--- src/include/spi_flash_seq_map.vh ---
`ifndef SPI_FLASH_SEQ_MAP_VH
`define SPI_FLASH_SEQ_MAP_VH
`define OP_WRSR 8'h01
`define OP_PROG 8'h02
`define OP_READ 8'h03
`define OP_WRDI 8'h04
`define OP_RDSR 8'h05
`define OP_WREN 8'h06
`define OP_FREAD 8'h0B
`define OP_EWSR 8'h50
`define OP_BAD_LO 8'h00
`define OP_BAD_HI 8'hFF
`define HW_WRSR 3'h0
`define HW_PROG 3'h1
`define HW_READ 3'h2
`define HW_WRDI 3'h3
`define HW_RDSR 3'h4
`define HW_WREN 3'h5
`define HW_FREAD 3'h6
`define HW_ERASE 3'h7
`define CS1_ADDR_BIT 24
`define SCK_HALF 2'h1
`define CS_GAP 3'h3
`define BUF_DEPTH 64
`define DUMMY_BYTE 8'h00
`define IDLE_BYTE 8'hFF
`define TX_MSB_MASK 8'h80
`define STAT_BUSY_BIT 0
`endif

--- src/design/spi_flash_cycle_sequencer.v ---
`include "spi_flash_seq_map.vh"

module spi_flash_cycle_sequencer (
  input wire sys_clk_i,
  input wire rst_n_i,
  input wire descriptor_valid_i,
  input wire hw_go_i,
  input wire [2:0] hw_cmd_i,
  input wire [7:0] erase_opcode_i,
  input wire sw_go_i,
  input wire atomic_i,
  input wire [7:0] opcode_i,
  input wire [7:0] prefix_opcode_i,
  input wire has_addr_i,
  input wire has_dummy_i,
  input wire is_write_i,
  input wire [6:0] data_count_i,
  input wire [24:0] addr_i,
  input wire ctrl_we_i,
  input wire addr_we_i,
  input wire data_we_i,
  input wire [5:0] data_idx_i,
  input wire [7:0] data_wbyte_i,
  input wire [5:0] rd_idx_i,
  input wire done_clr_i,
  input wire err_clr_i,
  input wire direct_read_busy_i,
  input wire spi_miso_i,
  output reg [7:0] rdata_o,
  output reg busy_o,
  output reg done_o,
  output reg cycle_error_flag_o,
  output reg bus_lock_o,
  output reg spi_sck_o,
  output reg spi_mosi_o,
  output reg [1:0] spi_cs_n_o
);

  localparam ST_IDLE = 3'h0;
  localparam ST_PEND = 3'h1;
  localparam ST_LOAD = 3'h2;
  localparam ST_SHIFT = 3'h3;
  localparam ST_GAP = 3'h4;
  localparam SEG_PRE = 2'h0;
  localparam SEG_MAIN = 2'h1;
  localparam SEG_POLL = 2'h2;

  reg [7:0] data_buf [0:`BUF_DEPTH-1];
  reg [2:0] state;
  reg [1:0] seg;
  reg [7:0] op;
  reg [7:0] pre;
  reg haddr;
  reg hdum;
  reg wr;
  reg atomic;
  reg [6:0] cnt;
  reg [23:0] addr;
  reg cs_sel;
  reg [7:0] txsh;
  reg [7:0] rxsh;
  reg [7:0] stat_byte;
  reg [2:0] bitn;
  reg [6:0] bidx;
  reg [1:0] div;
  reg [2:0] gap;
  reg miso_meta;
  reg miso_s;

  wire [6:0] hdr_len = 7'h1 + (haddr ? 7'h3 : 7'h0) + (hdum ? 7'h1 : 7'h0);
  // frame length from type and count
  wire [6:0] flen = (seg == SEG_PRE) ? 7'h1 : (seg == SEG_POLL) ? 7'h2 : hdr_len + cnt;
  wire tick = (div == `SCK_HALF);
  wire byte_end = (state == ST_SHIFT) && tick && spi_sck_o && (bitn == 3'h7);
  wire [7:0] rx_byte = {rxsh[6:0], miso_s};
  wire eng_we = byte_end && (seg == SEG_MAIN) && !wr && (bidx >= hdr_len);
  wire [6:0] eng_idx = bidx - hdr_len;
  wire [6:0] nidx = bidx + 7'h1;
  wire len_ok = (data_count_i == 7'h0) || (data_count_i == 7'h1) || (data_count_i == 7'h2) ||
                (data_count_i == 7'h4) || (data_count_i == 7'h8) || (data_count_i == 7'h10) ||
                (data_count_i == 7'h20) || (data_count_i == 7'h40);
  wire op_ok = (opcode_i != `OP_BAD_LO) && (opcode_i != `OP_BAD_HI);
  wire late_wr = busy_o && (ctrl_we_i || addr_we_i || data_we_i);
  wire hw_bad = hw_go_i && !descriptor_valid_i;
  wire sw_bad = sw_go_i && !hw_go_i && !(len_ok && op_ok);
  wire fin = (state == ST_GAP) && (gap == `CS_GAP) &&
             ((seg == SEG_MAIN && !atomic) ||
              (seg == SEG_POLL && !stat_byte[`STAT_BUSY_BIT]));

  function [7:0] hw_opcode;
    input [2:0] cmd;
    input [7:0] erase_op;
    input erase_sel;
    begin
      case (cmd)
        `HW_WRSR: hw_opcode = `OP_WRSR;
        `HW_PROG: hw_opcode = `OP_PROG;
        `HW_READ: hw_opcode = `OP_READ;
        `HW_WRDI: hw_opcode = `OP_WRDI;
        `HW_RDSR: hw_opcode = `OP_RDSR;
        `HW_WREN: hw_opcode = `OP_WREN;
        `HW_FREAD: hw_opcode = `OP_FREAD;
        // code 7: erase with address, else status write enable
        `HW_ERASE: hw_opcode = erase_sel ? erase_op : `OP_EWSR;
        default: hw_opcode = erase_op;
      endcase
    end
  endfunction

  function [7:0] frame_byte;
    input [6:0] i;
    begin
      if (seg == SEG_PRE) begin
        frame_byte = pre;
      end else if (seg == SEG_POLL) begin
        frame_byte = (i == 7'h0) ? `OP_RDSR : `IDLE_BYTE;
      end else if (i == 7'h0) begin
        frame_byte = op;
      end else if (haddr && i == 7'h1) begin
        frame_byte = addr[23:16];
      end else if (haddr && i == 7'h2) begin
        frame_byte = addr[15:8];
      end else if (haddr && i == 7'h3) begin
        frame_byte = addr[7:0];
      end else if (i < hdr_len) begin
        frame_byte = `DUMMY_BYTE;
      end else begin
        frame_byte = wr ? data_buf[i[5:0] - hdr_len[5:0]] : `IDLE_BYTE;
      end
    end
  endfunction

  always @(posedge sys_clk_i) begin
    if (eng_we) begin
      data_buf[eng_idx[5:0]] <= rx_byte;
    end else if (data_we_i && !busy_o) begin
      data_buf[data_idx_i] <= data_wbyte_i;
    end
  end

  always @(posedge sys_clk_i or negedge rst_n_i) begin
    if (!rst_n_i) begin
      miso_meta <= 1'b0;
      miso_s <= 1'b0;
      rdata_o <= 8'h00;
      cycle_error_flag_o <= 1'b0;
      done_o <= 1'b0;
    end else begin
      miso_meta <= spi_miso_i;
      miso_s <= miso_meta;
      rdata_o <= data_buf[rd_idx_i];
      if (late_wr || hw_bad || sw_bad) begin
        cycle_error_flag_o <= 1'b1;
      end else if (err_clr_i) begin
        cycle_error_flag_o <= 1'b0;
      end
      if (fin) begin
        done_o <= 1'b1;
      end else if (done_clr_i || (state == ST_IDLE && (hw_go_i || sw_go_i))) begin
        done_o <= 1'b0;
      end
    end
  end

  always @(posedge sys_clk_i or negedge rst_n_i) begin
    if (!rst_n_i) begin
      state <= ST_IDLE;
      seg <= SEG_MAIN;
      op <= 8'h00;
      pre <= 8'h00;
      haddr <= 1'b0;
      hdum <= 1'b0;
      wr <= 1'b0;
      atomic <= 1'b0;
      cnt <= 7'h0;
      addr <= 24'h000000;
      cs_sel <= 1'b0;
      txsh <= 8'h00;
      rxsh <= 8'h00;
      stat_byte <= 8'h00;
      bitn <= 3'h0;
      bidx <= 7'h0;
      div <= 2'h0;
      gap <= 3'h0;
      busy_o <= 1'b0;
      bus_lock_o <= 1'b0;
      spi_sck_o <= 1'b0;
      spi_mosi_o <= 1'b0;
      spi_cs_n_o <= 2'h3;
    end else begin
      div <= tick ? 2'h0 : div + 2'h1;
      case (state)
        ST_IDLE: begin
          haddr <= has_addr_i;
          hdum <= has_dummy_i;
          wr <= is_write_i;
          cnt <= data_count_i;
          addr <= addr_i[23:0];
          pre <= prefix_opcode_i;
          cs_sel <= addr_i[`CS1_ADDR_BIT];
          if (hw_go_i && descriptor_valid_i) begin
            op <= hw_opcode(hw_cmd_i, erase_opcode_i, has_addr_i);
            atomic <= 1'b0;
            busy_o <= 1'b1;
            state <= ST_PEND;
          end else if (sw_go_i && !hw_go_i && len_ok && op_ok) begin
            op <= opcode_i;
            atomic <= atomic_i;
            busy_o <= 1'b1;
            state <= ST_PEND;
          end
        end
        ST_PEND: begin
          if (!direct_read_busy_i) begin
            seg <= atomic ? SEG_PRE : SEG_MAIN;
            bus_lock_o <= atomic;
            state <= ST_LOAD;
          end
        end
        ST_LOAD: begin
          spi_cs_n_o <= cs_sel ? 2'h1 : 2'h2;
          txsh <= frame_byte(7'h0);
          spi_mosi_o <= |(frame_byte(7'h0) & `TX_MSB_MASK);
          bidx <= 7'h0;
          bitn <= 3'h0;
          spi_sck_o <= 1'b0;
          state <= ST_SHIFT;
        end
        ST_SHIFT: begin
          if (tick && !spi_sck_o) begin
            spi_sck_o <= 1'b1;
          end else if (tick) begin
            // sample just before the fall: synchroniser lags two clocks
            spi_sck_o <= 1'b0;
            rxsh <= rx_byte;
            if (bitn == 3'h7) begin
              stat_byte <= rx_byte;
              if (nidx == flen) begin
                spi_cs_n_o <= 2'h3;
                gap <= 3'h0;
                state <= ST_GAP;
              end else begin
                bidx <= nidx;
                bitn <= 3'h0;
                txsh <= frame_byte(nidx);
                spi_mosi_o <= |(frame_byte(nidx) & `TX_MSB_MASK);
              end
            end else begin
              bitn <= bitn + 3'h1;
              txsh <= {txsh[6:0], 1'b0};
              spi_mosi_o <= txsh[6];
            end
          end
        end
        ST_GAP: begin
          if (gap != `CS_GAP) begin
            gap <= gap + 3'h1;
          end else if (fin) begin
            busy_o <= 1'b0;
            bus_lock_o <= 1'b0;
            state <= ST_IDLE;
          end else begin
            seg <= (seg == SEG_PRE) ? SEG_MAIN : SEG_POLL;
            state <= ST_LOAD;
          end
        end
        default: begin
          state <= ST_IDLE;
        end
      endcase
    end
  end

endmodule

--- config.mk ---
export PLATFORM = sky130hd
export DESIGN_NAME = spi_flash_cycle_sequencer
export DESIGN_NICKNAME = d
export VERILOG_FILES = /design/src/design/spi_flash_cycle_sequencer.v
export VERILOG_INCLUDE_DIRS = /design/src /design/src/include
export SDC_FILE = /design/constraint.sdc
export NUM_CORES = 1
export LEC_CHECK = 0
export BUFFER_PORTS_ARGS = -buffer_cell sky130_fd_sc_hd__buf_2
export CORE_UTILIZATION = 45
export CTS_CLUSTER_DIAMETER = 120
export DETAILED_ROUTE_END_ITERATION = 8
export GPL_TIMING_DRIVEN = 0
export HOLD_SLACK_MARGIN = 0.03
export SKIP_LAST_GASP = 1
export SLEW_MARGIN = 20
export SYNTH_ARGS = -nofsm -noshare
export SYNTH_HDL_FRONTEND = slang
export SYNTH_SLANG_ARGS = --single-unit
--- constraint.sdc ---
create_clock -name sys_clk_i -period 6.35 [get_ports sys_clk_i]
set_input_delay 1.27 -clock sys_clk_i [delete_from_list [all_inputs] [get_ports sys_clk_i]]
set_output_delay 1.27 -clock sys_clk_i [all_outputs]
set_load 0.01 [all_outputs]
==> results of run 1 <==
[worst paths after layout]
check	end	slack [ns]	cells after the start
max	txsh[0]	0.72	16
min	miso_s	0.35	0
max reg2reg	txsh[0]	0.72	16
min reg2reg	miso_s	0.35	0
max in group asynchronous	rdata_o[4]	5.08	2
min in group asynchronous	cycle_error_flag_o	0.54	1
[power breakdown]
| part | switching [mW] | total [mW] | internal, mW |
|---|---|---|---|
| clock | 1.67 | 3.92 | 2.25 |
| sequential | 0.221 | 4.96 | 4.73 |
| combinational | 4.08 | 6.61 | 2.53 |
[state kept, by name (all words and copies together) (netlist names), 2 cells and up]
name and flops:
spi_cs_n_o 2, rdata_o 8, seg 2, data_buf 512, addr 24, div 2, cnt 7, bidx 7
rxsh 7, pre 8, txsh 7, bitn 3, gap 3, op 8, state 3
[stage by stage]
stage | util [%] | instances | area, sq um
after global routing | 51.7 | 2842 | 34300
after global placement | 48.3 | 2713 | 32000
after detailed placement | 48.4 | 2715 | 32100
after CTS | 51.7 | 2841 | 34300
final | 51.7 | 2842 | 34300
after floorplan | - | 1744 | 30400
[cells by family (layout without fill, tap and decap cells)]
logic type               after synthesis  after routing  share of synthesized area, %
multiplexers                         425            425                          27.3
AO/OA/AOI/OAI                        168            168                          3.80
XOR/XNOR                              26             26                         0.983
AND/OR/NAND/NOR                      352            352                          5.81
flip-flops                           617            617                          59.2
buffers and inverters                135            369                          2.04
adder cells (fa/ha/maj)               21             21                         0.856
[cell usage in the layout, fill, tap and decap left out, types with 8 or more instances in the layout]
master	count
or3_1	10
nor4_1	12
edfxtp_1	512
a22oi_1	13
ha_1	20
and2_1	11
buf_6	10
clkbuf_16	71
and3_1	12
clkbuf_1	71
nand3_1	19
nand2b_1	14
a21oi_1	27
nand4_1	14
a211oi_1	8
a31oi_1	14
nor3_1	14
buf_1	14
nand3b_1	8
xnor2_1	15
dfrtp_1	102
o21ai_0	38
mux4_2	301
mux2i_1	43
mux2_2	60
inv_1	18
mux2_4	9
nor2b_1	13
nand2_1	98
buf_2	136
clkinv_2	12
clkbuf_2	8
mux4_1	12
nor2_1	99
[worst max-delay path: stages (launching register included)]
cell	delay (ns)
dfrtp_1	0.47
buf_6	0.19
inv_2	0.08
ha_1	0.31
buf_6	0.15
xnor2_1	0.12
ha_1	0.31
buf_2	0.36
buf_1	0.88
clkbuf_2	0.68
mux4_2	0.41
mux2i_1	0.32
mux2i_1	0.29
a22oi_1	0.31
a41oi_1	0.24
o21ai_0	0.26
a21oi_1	0.09
[cell type report]
type,count,area (sq um),share of cell area [%]
sequential,617,18000,52.5
multi-input combinational,992,11800,34.5
clock buffer,98,1930,5.62
tap,864,1080,3.15
timing repair buffer,108,582,1.70
buffer,115,561,1.63
clock inverter,28,243,0.708
inverter,20,75.1,0.219
[metal layers]
metal | GRT usage (%) | up-vias
met4 | 13.5 | 4
met2 | 44.9 | 1109
met1 | 40.2 | 10000
met5 | 0 | -
li1 | - | 7592
met3 | 6.79 | 214
==> results.yml, run 1 <==
run_status:
  outcome: "complete, no violations"
synthesis:
  synth-edff-count: 512
  synth_cell_types: 86
  netlist_instances: 1744
  yosys-top-cells-area: "edfxtp_1, mux4_2, dfrtp_1, mux2_2, mux2i_1"
  synth_top_area_cell: "edfxtp_1"
  synthTopCellsByCount: "edfxtp_1, mux4_2, dfrtp_1"
  synth_most_common_cell: "edfxtp_1"
  syn_nets: 1859
  yosys_warnings: 0
  yosysTopAreaCellShare_pct: 50.6
  synth-seq-cells: 617
  synth_area_sq_um: 30400
  async_flop_share_pct: 17.0
  ys_seq_area_share_pct: 59.2
  postSynthAreaPerCell_sq_um: 17.4
  synth_ff_type: "edfxtp_1"
timing:
  rsz0062_at_grt: "no"
  finalCriticalPeriod_ns: 5.63
  finalSetupTns_ns: 0
  timing.fmax_mhz: 177
  hold_slack_ns: 0.346
  relSlewSlack_pct: 20.8
  fin_crit_sh_pct: 88.7
  worstMarginPinSlew_ns: 1.19
  fin_worst_skew_ns: 0.0266
  slew_viol_final: 0
  setup_viol: 0
  fin_ws_ns: 0.716
  hold_violations: 0
floorplan:
  io_pins: 111
  core-area_sq_um: 66300
  die_area_sq_um: 68600
  die_w_um: 262
  initial_core_util_pct: 45.8
  die_y_um: 262
  row_count: 94
worst_hold_path:
  min_from: "miso_meta"
  hp-class: "register to register"
critical_path:
  cp_data_arrival_time_ns: 6.14
  cp-start-kind: "register"
  crit_fanout: 10
  crit_path_end_kind: "register"
  crit_start: "bidx[0]"
  crit_type: "register to register"
  reg2reg_from: "bidx[0]"
  crit_required_ns: 6.85
drt:
  wl_met1_um: 38100
  wl_met3_um: 9790
  wl_per_cell_um: 34.5
  dr.max_layer_used: "met5"
  drt-pass1-iter-count: 5
  drt_iter0_drc: 2334
  vias_per_cell: 6.67
  wl_met2_um: 45300
  drc: 0
  vias: 19000
  antenna_left: 0
  finalWirelength_um: 98000
layout:
  layout.nets: 2038
  diodes: 0
  area_growth_syn_to_layout_pct: 12.8
  fillers: 5465
  drive_gt1_share_pct: 33.4
clock_tree:
  h-tree-depth: 3
  clockBufferDepth: 3
  clk_pin_slew_ns: 0.06
  cts_tree: "yes"
  clk_latency_ns: 0.63
  numCtsBuffers: 69
  ctsHoldBuffers: 0
  clkSinkCount: 617
  cts_resized: 0
  cts_root_buffer: "clkbuf_16"
  post_cts_buffers: 0
placed_design:
  routabilityCongestion: 0.987
  hpwl_um: 70400
  preCtsSetupSlack_ns: 0.840
  portBuffers: 105
power_and_ir_drop:
  max-vdd-ir-drop_v: 0.000322
  power_mw: 15.5
  cellLeakagePower_nw: 11.4
  pwr_density_cell_nw_per_um2: 452
global_routing:
  grt_pass1_vias: 18700
  grt_pass1_wl_um: 139000
  antenna_found_initial: 7
  grt_max_degree: 71
  gr-total-overflow: 0
  track_usage_pct: 29.4
run:
  maxCapViolCount: 0
Power figures use the tool's default switching activity.
==> run 2, diff against run 1 <==
- SKIP_LAST_GASP: 1 -> unset
- clock period: 6.35 -> 5.2 ns (I/O delays scaled with it)
==> results.yml, run 2 (synthesis results as in run 1) <==
layout:
  layout.nets: 2038
  drive_gt1_share_pct: 33.7
  area_growth_syn_to_layout_pct: 12.8
  fin_area_sq_um: 34300
  layout_commonest_cell: "edfxtp_1"
  top_regs: "data_buf: 512 flops, addr: 24 flops"
  fillers: 5466
  largest_reg_flops: 512
  max_flop_register: "data_buf"
  final_util_pct: 51.7
  final_cell_mix: "edfxtp_1, mux4_2, buf_2, dfrtp_1, nor2_1"
  instances_no_fill: 2843
floorplan:
  io_pins: 111
  die_w_um: 262
  initial_core_util_pct: 45.8
  row_count: 94
  die_area_sq_um: 68600
  die_y_um: 262
  core-area_sq_um: 66300
run_status:
  outcome: "complete, no violations"
critical_path:
  crit_path_end_kind: "register"
  cp_data_arrival_time_ns: 5.64
  critPathMaxStageDelay_ns: 0.59
  r2r_setup_slack_ns: 0.06
  crit_chain: "buf_6 > inv_2 > ha_1 > buf_6 > xnor2_1 > ha_1 > buf_2 > clkdlybuf4s18_2 > buf_1 > buf_6 > mux4_2 > mux2i_2 > nand2_1 > a311o_1 > a21oi_1 > o21ai_0"
  crit_top_cell: "buf_6"
  r2r_cells: 16
  crit_type: "register to register"
  crit_required_ns: 5.70
  r2r-end: "txsh[5]"
  endpoint: "txsh[5]"
  crit_path_top_delay_cell: "clkdlybuf4s18_2"
  crit_start: "bidx[0]"
  reg2reg_from: "bidx[0]"
  crit_fanout: 10
  cp-start-kind: "register"
placed_design:
  preCtsSetupSlack_ns: -0.310
  routabilityCongestion: 0.987
  hpwl_um: 70400
  place_inst: 2715
  postPlaceCellArea_sq_um: 32100
  portBuffers: 105
timing:
  rsz0062_at_grt: "no"
  finalCriticalPeriod_ns: 5.14
  worstMarginPinSlew_ns: 1.13
  fin_worst_skew_ns: 0.0284
  hold_violations: 0
  fin_ws_ns: 0.0628
  relSlewSlack_pct: 24.9
  slew_viol_final: 0
  setup_viol: 0
  timing.fmax_mhz: 195
  fin_crit_sh_pct: 98.8
clock_tree:
  h-tree-depth: 3
  clockBufferDepth: 3
  ctsHoldBuffers: 0
  clkSinkCount: 617
  cts_tree: "yes"
  clk_pin_slew_ns: 0.06
  cts_root_buffer: "clkbuf_16"
  numCtsBuffers: 69
  clk_latency_ns: 0.63
drt:
  vias_per_cell: 6.70
  wl_met3_um: 9610
  wl_per_cell_um: 34.5
  wl_met1_um: 38300
  wl_met2_um: 45300
  antenna_left: 0
  finalWirelength_um: 98200
  drc: 0
  vias: 19100
  drt_iter0_drc: 2405
  drt-pass1-iter-count: 5
  dr.max_layer_used: "met5"
power_and_ir_drop:
  pwr_density_cell_nw_per_um2: 552
  max-vdd-ir-drop_v: 0.000391
  cellLeakagePower_nw: 11.4
global_routing:
  grt_max_degree: 71
  track_usage_pct: 29.4
  grt_pass1_vias: 18700
  antenna_found_initial: 8
  grt_pass1_wl_um: 139000
  gr-total-overflow: 0
worst_hold_path:
  hp-class: "input port to async pin"
run:
  maxCapViolCount: 0
## run 2: cell types whose count changed in the layout (fill, tap and decap cells not counted), sizes merged
cell and delta:
clkdlybuf4s15 +1, diode +1, clkdlybuf4s18 +1, buf -2
## run 2: worst min-delay path by stage
stage,start,end,slack [ns],depth (start not counted)
3_3_place_gp,miso_meta,miso_s,0.33,0
5_1_grt,rst_n_i,cycle_error_flag_o,0.34,1
4_1_cts,rst_n_i,cycle_error_flag_o,0.31,1
3_5_place_dp,miso_meta,miso_s,0.34,0
6_report,rst_n_i,cycle_error_flag_o,0.31,1
2_1_floorplan,miso_meta,miso_s,0.33,0
## run 2: area by class of cell
type	instances	area, sq um	share of cell area, %
sequential	617	18000	52.5
multi-input combinational	992	11800	34.5
clock buffer	98	1930	5.62
tap	864	1080	3.15
timing repair buffer	108	582	1.70
buffer	115	579	1.69
clock inverter	28	243	0.707
inverter	20	75.1	0.219
antenna	1	2.50	0.00729
## run 2: metrics by stage
step | setup TNS [ns] | total power [mW] | hold slack, ns
6_report | 0 | 18.9 | 0.312
3_3_place_gp | -2.85 | 14.0 | 0.332
2_1_floorplan | 0 | 11.0 | 0.331
5_1_grt | 0 | 19.5 | 0.340
4_1_cts | 0 | 18.8 | 0.314
3_5_place_dp | -0.541 | 14.1 | 0.336
## run 2: what timing repair did
action | in CTS | in global routing
setup buffers | 0 | 0
gates resized for setup | 4 | 10
endpoints found under the setup margin | 2 | 4
## run 2: worst max-delay path, delay by kind of cell, from the launching register on
kind / cells / cell delay [ns]
simple gates: 1 / 0.10
compound gates: 3 / 0.81
mux: 2 / 0.77
fa+ha+maj: 2 / 0.62
flops: 1 / 0.47
xor+xnor: 1 / 0.12
buf+inv: 7 / 2.11
## run 2: power breakdown
group,leakage (nW),internal [mW],switching (mW)
combinational,4.57,3.10,4.99
sequential,5.77,5.78,0.270
clock,1.06,2.75,2.04
total,11.4,11.6,7.31
## run 2: layer usage
metal | vias to the layer above | global-route usage, %
met2 | 1137 | 45.1
li1 | 7592 | -
met5 | - | 0
met3 | 232 | 6.80
met4 | 4 | 13.0
met1 | 10100 | 40.3
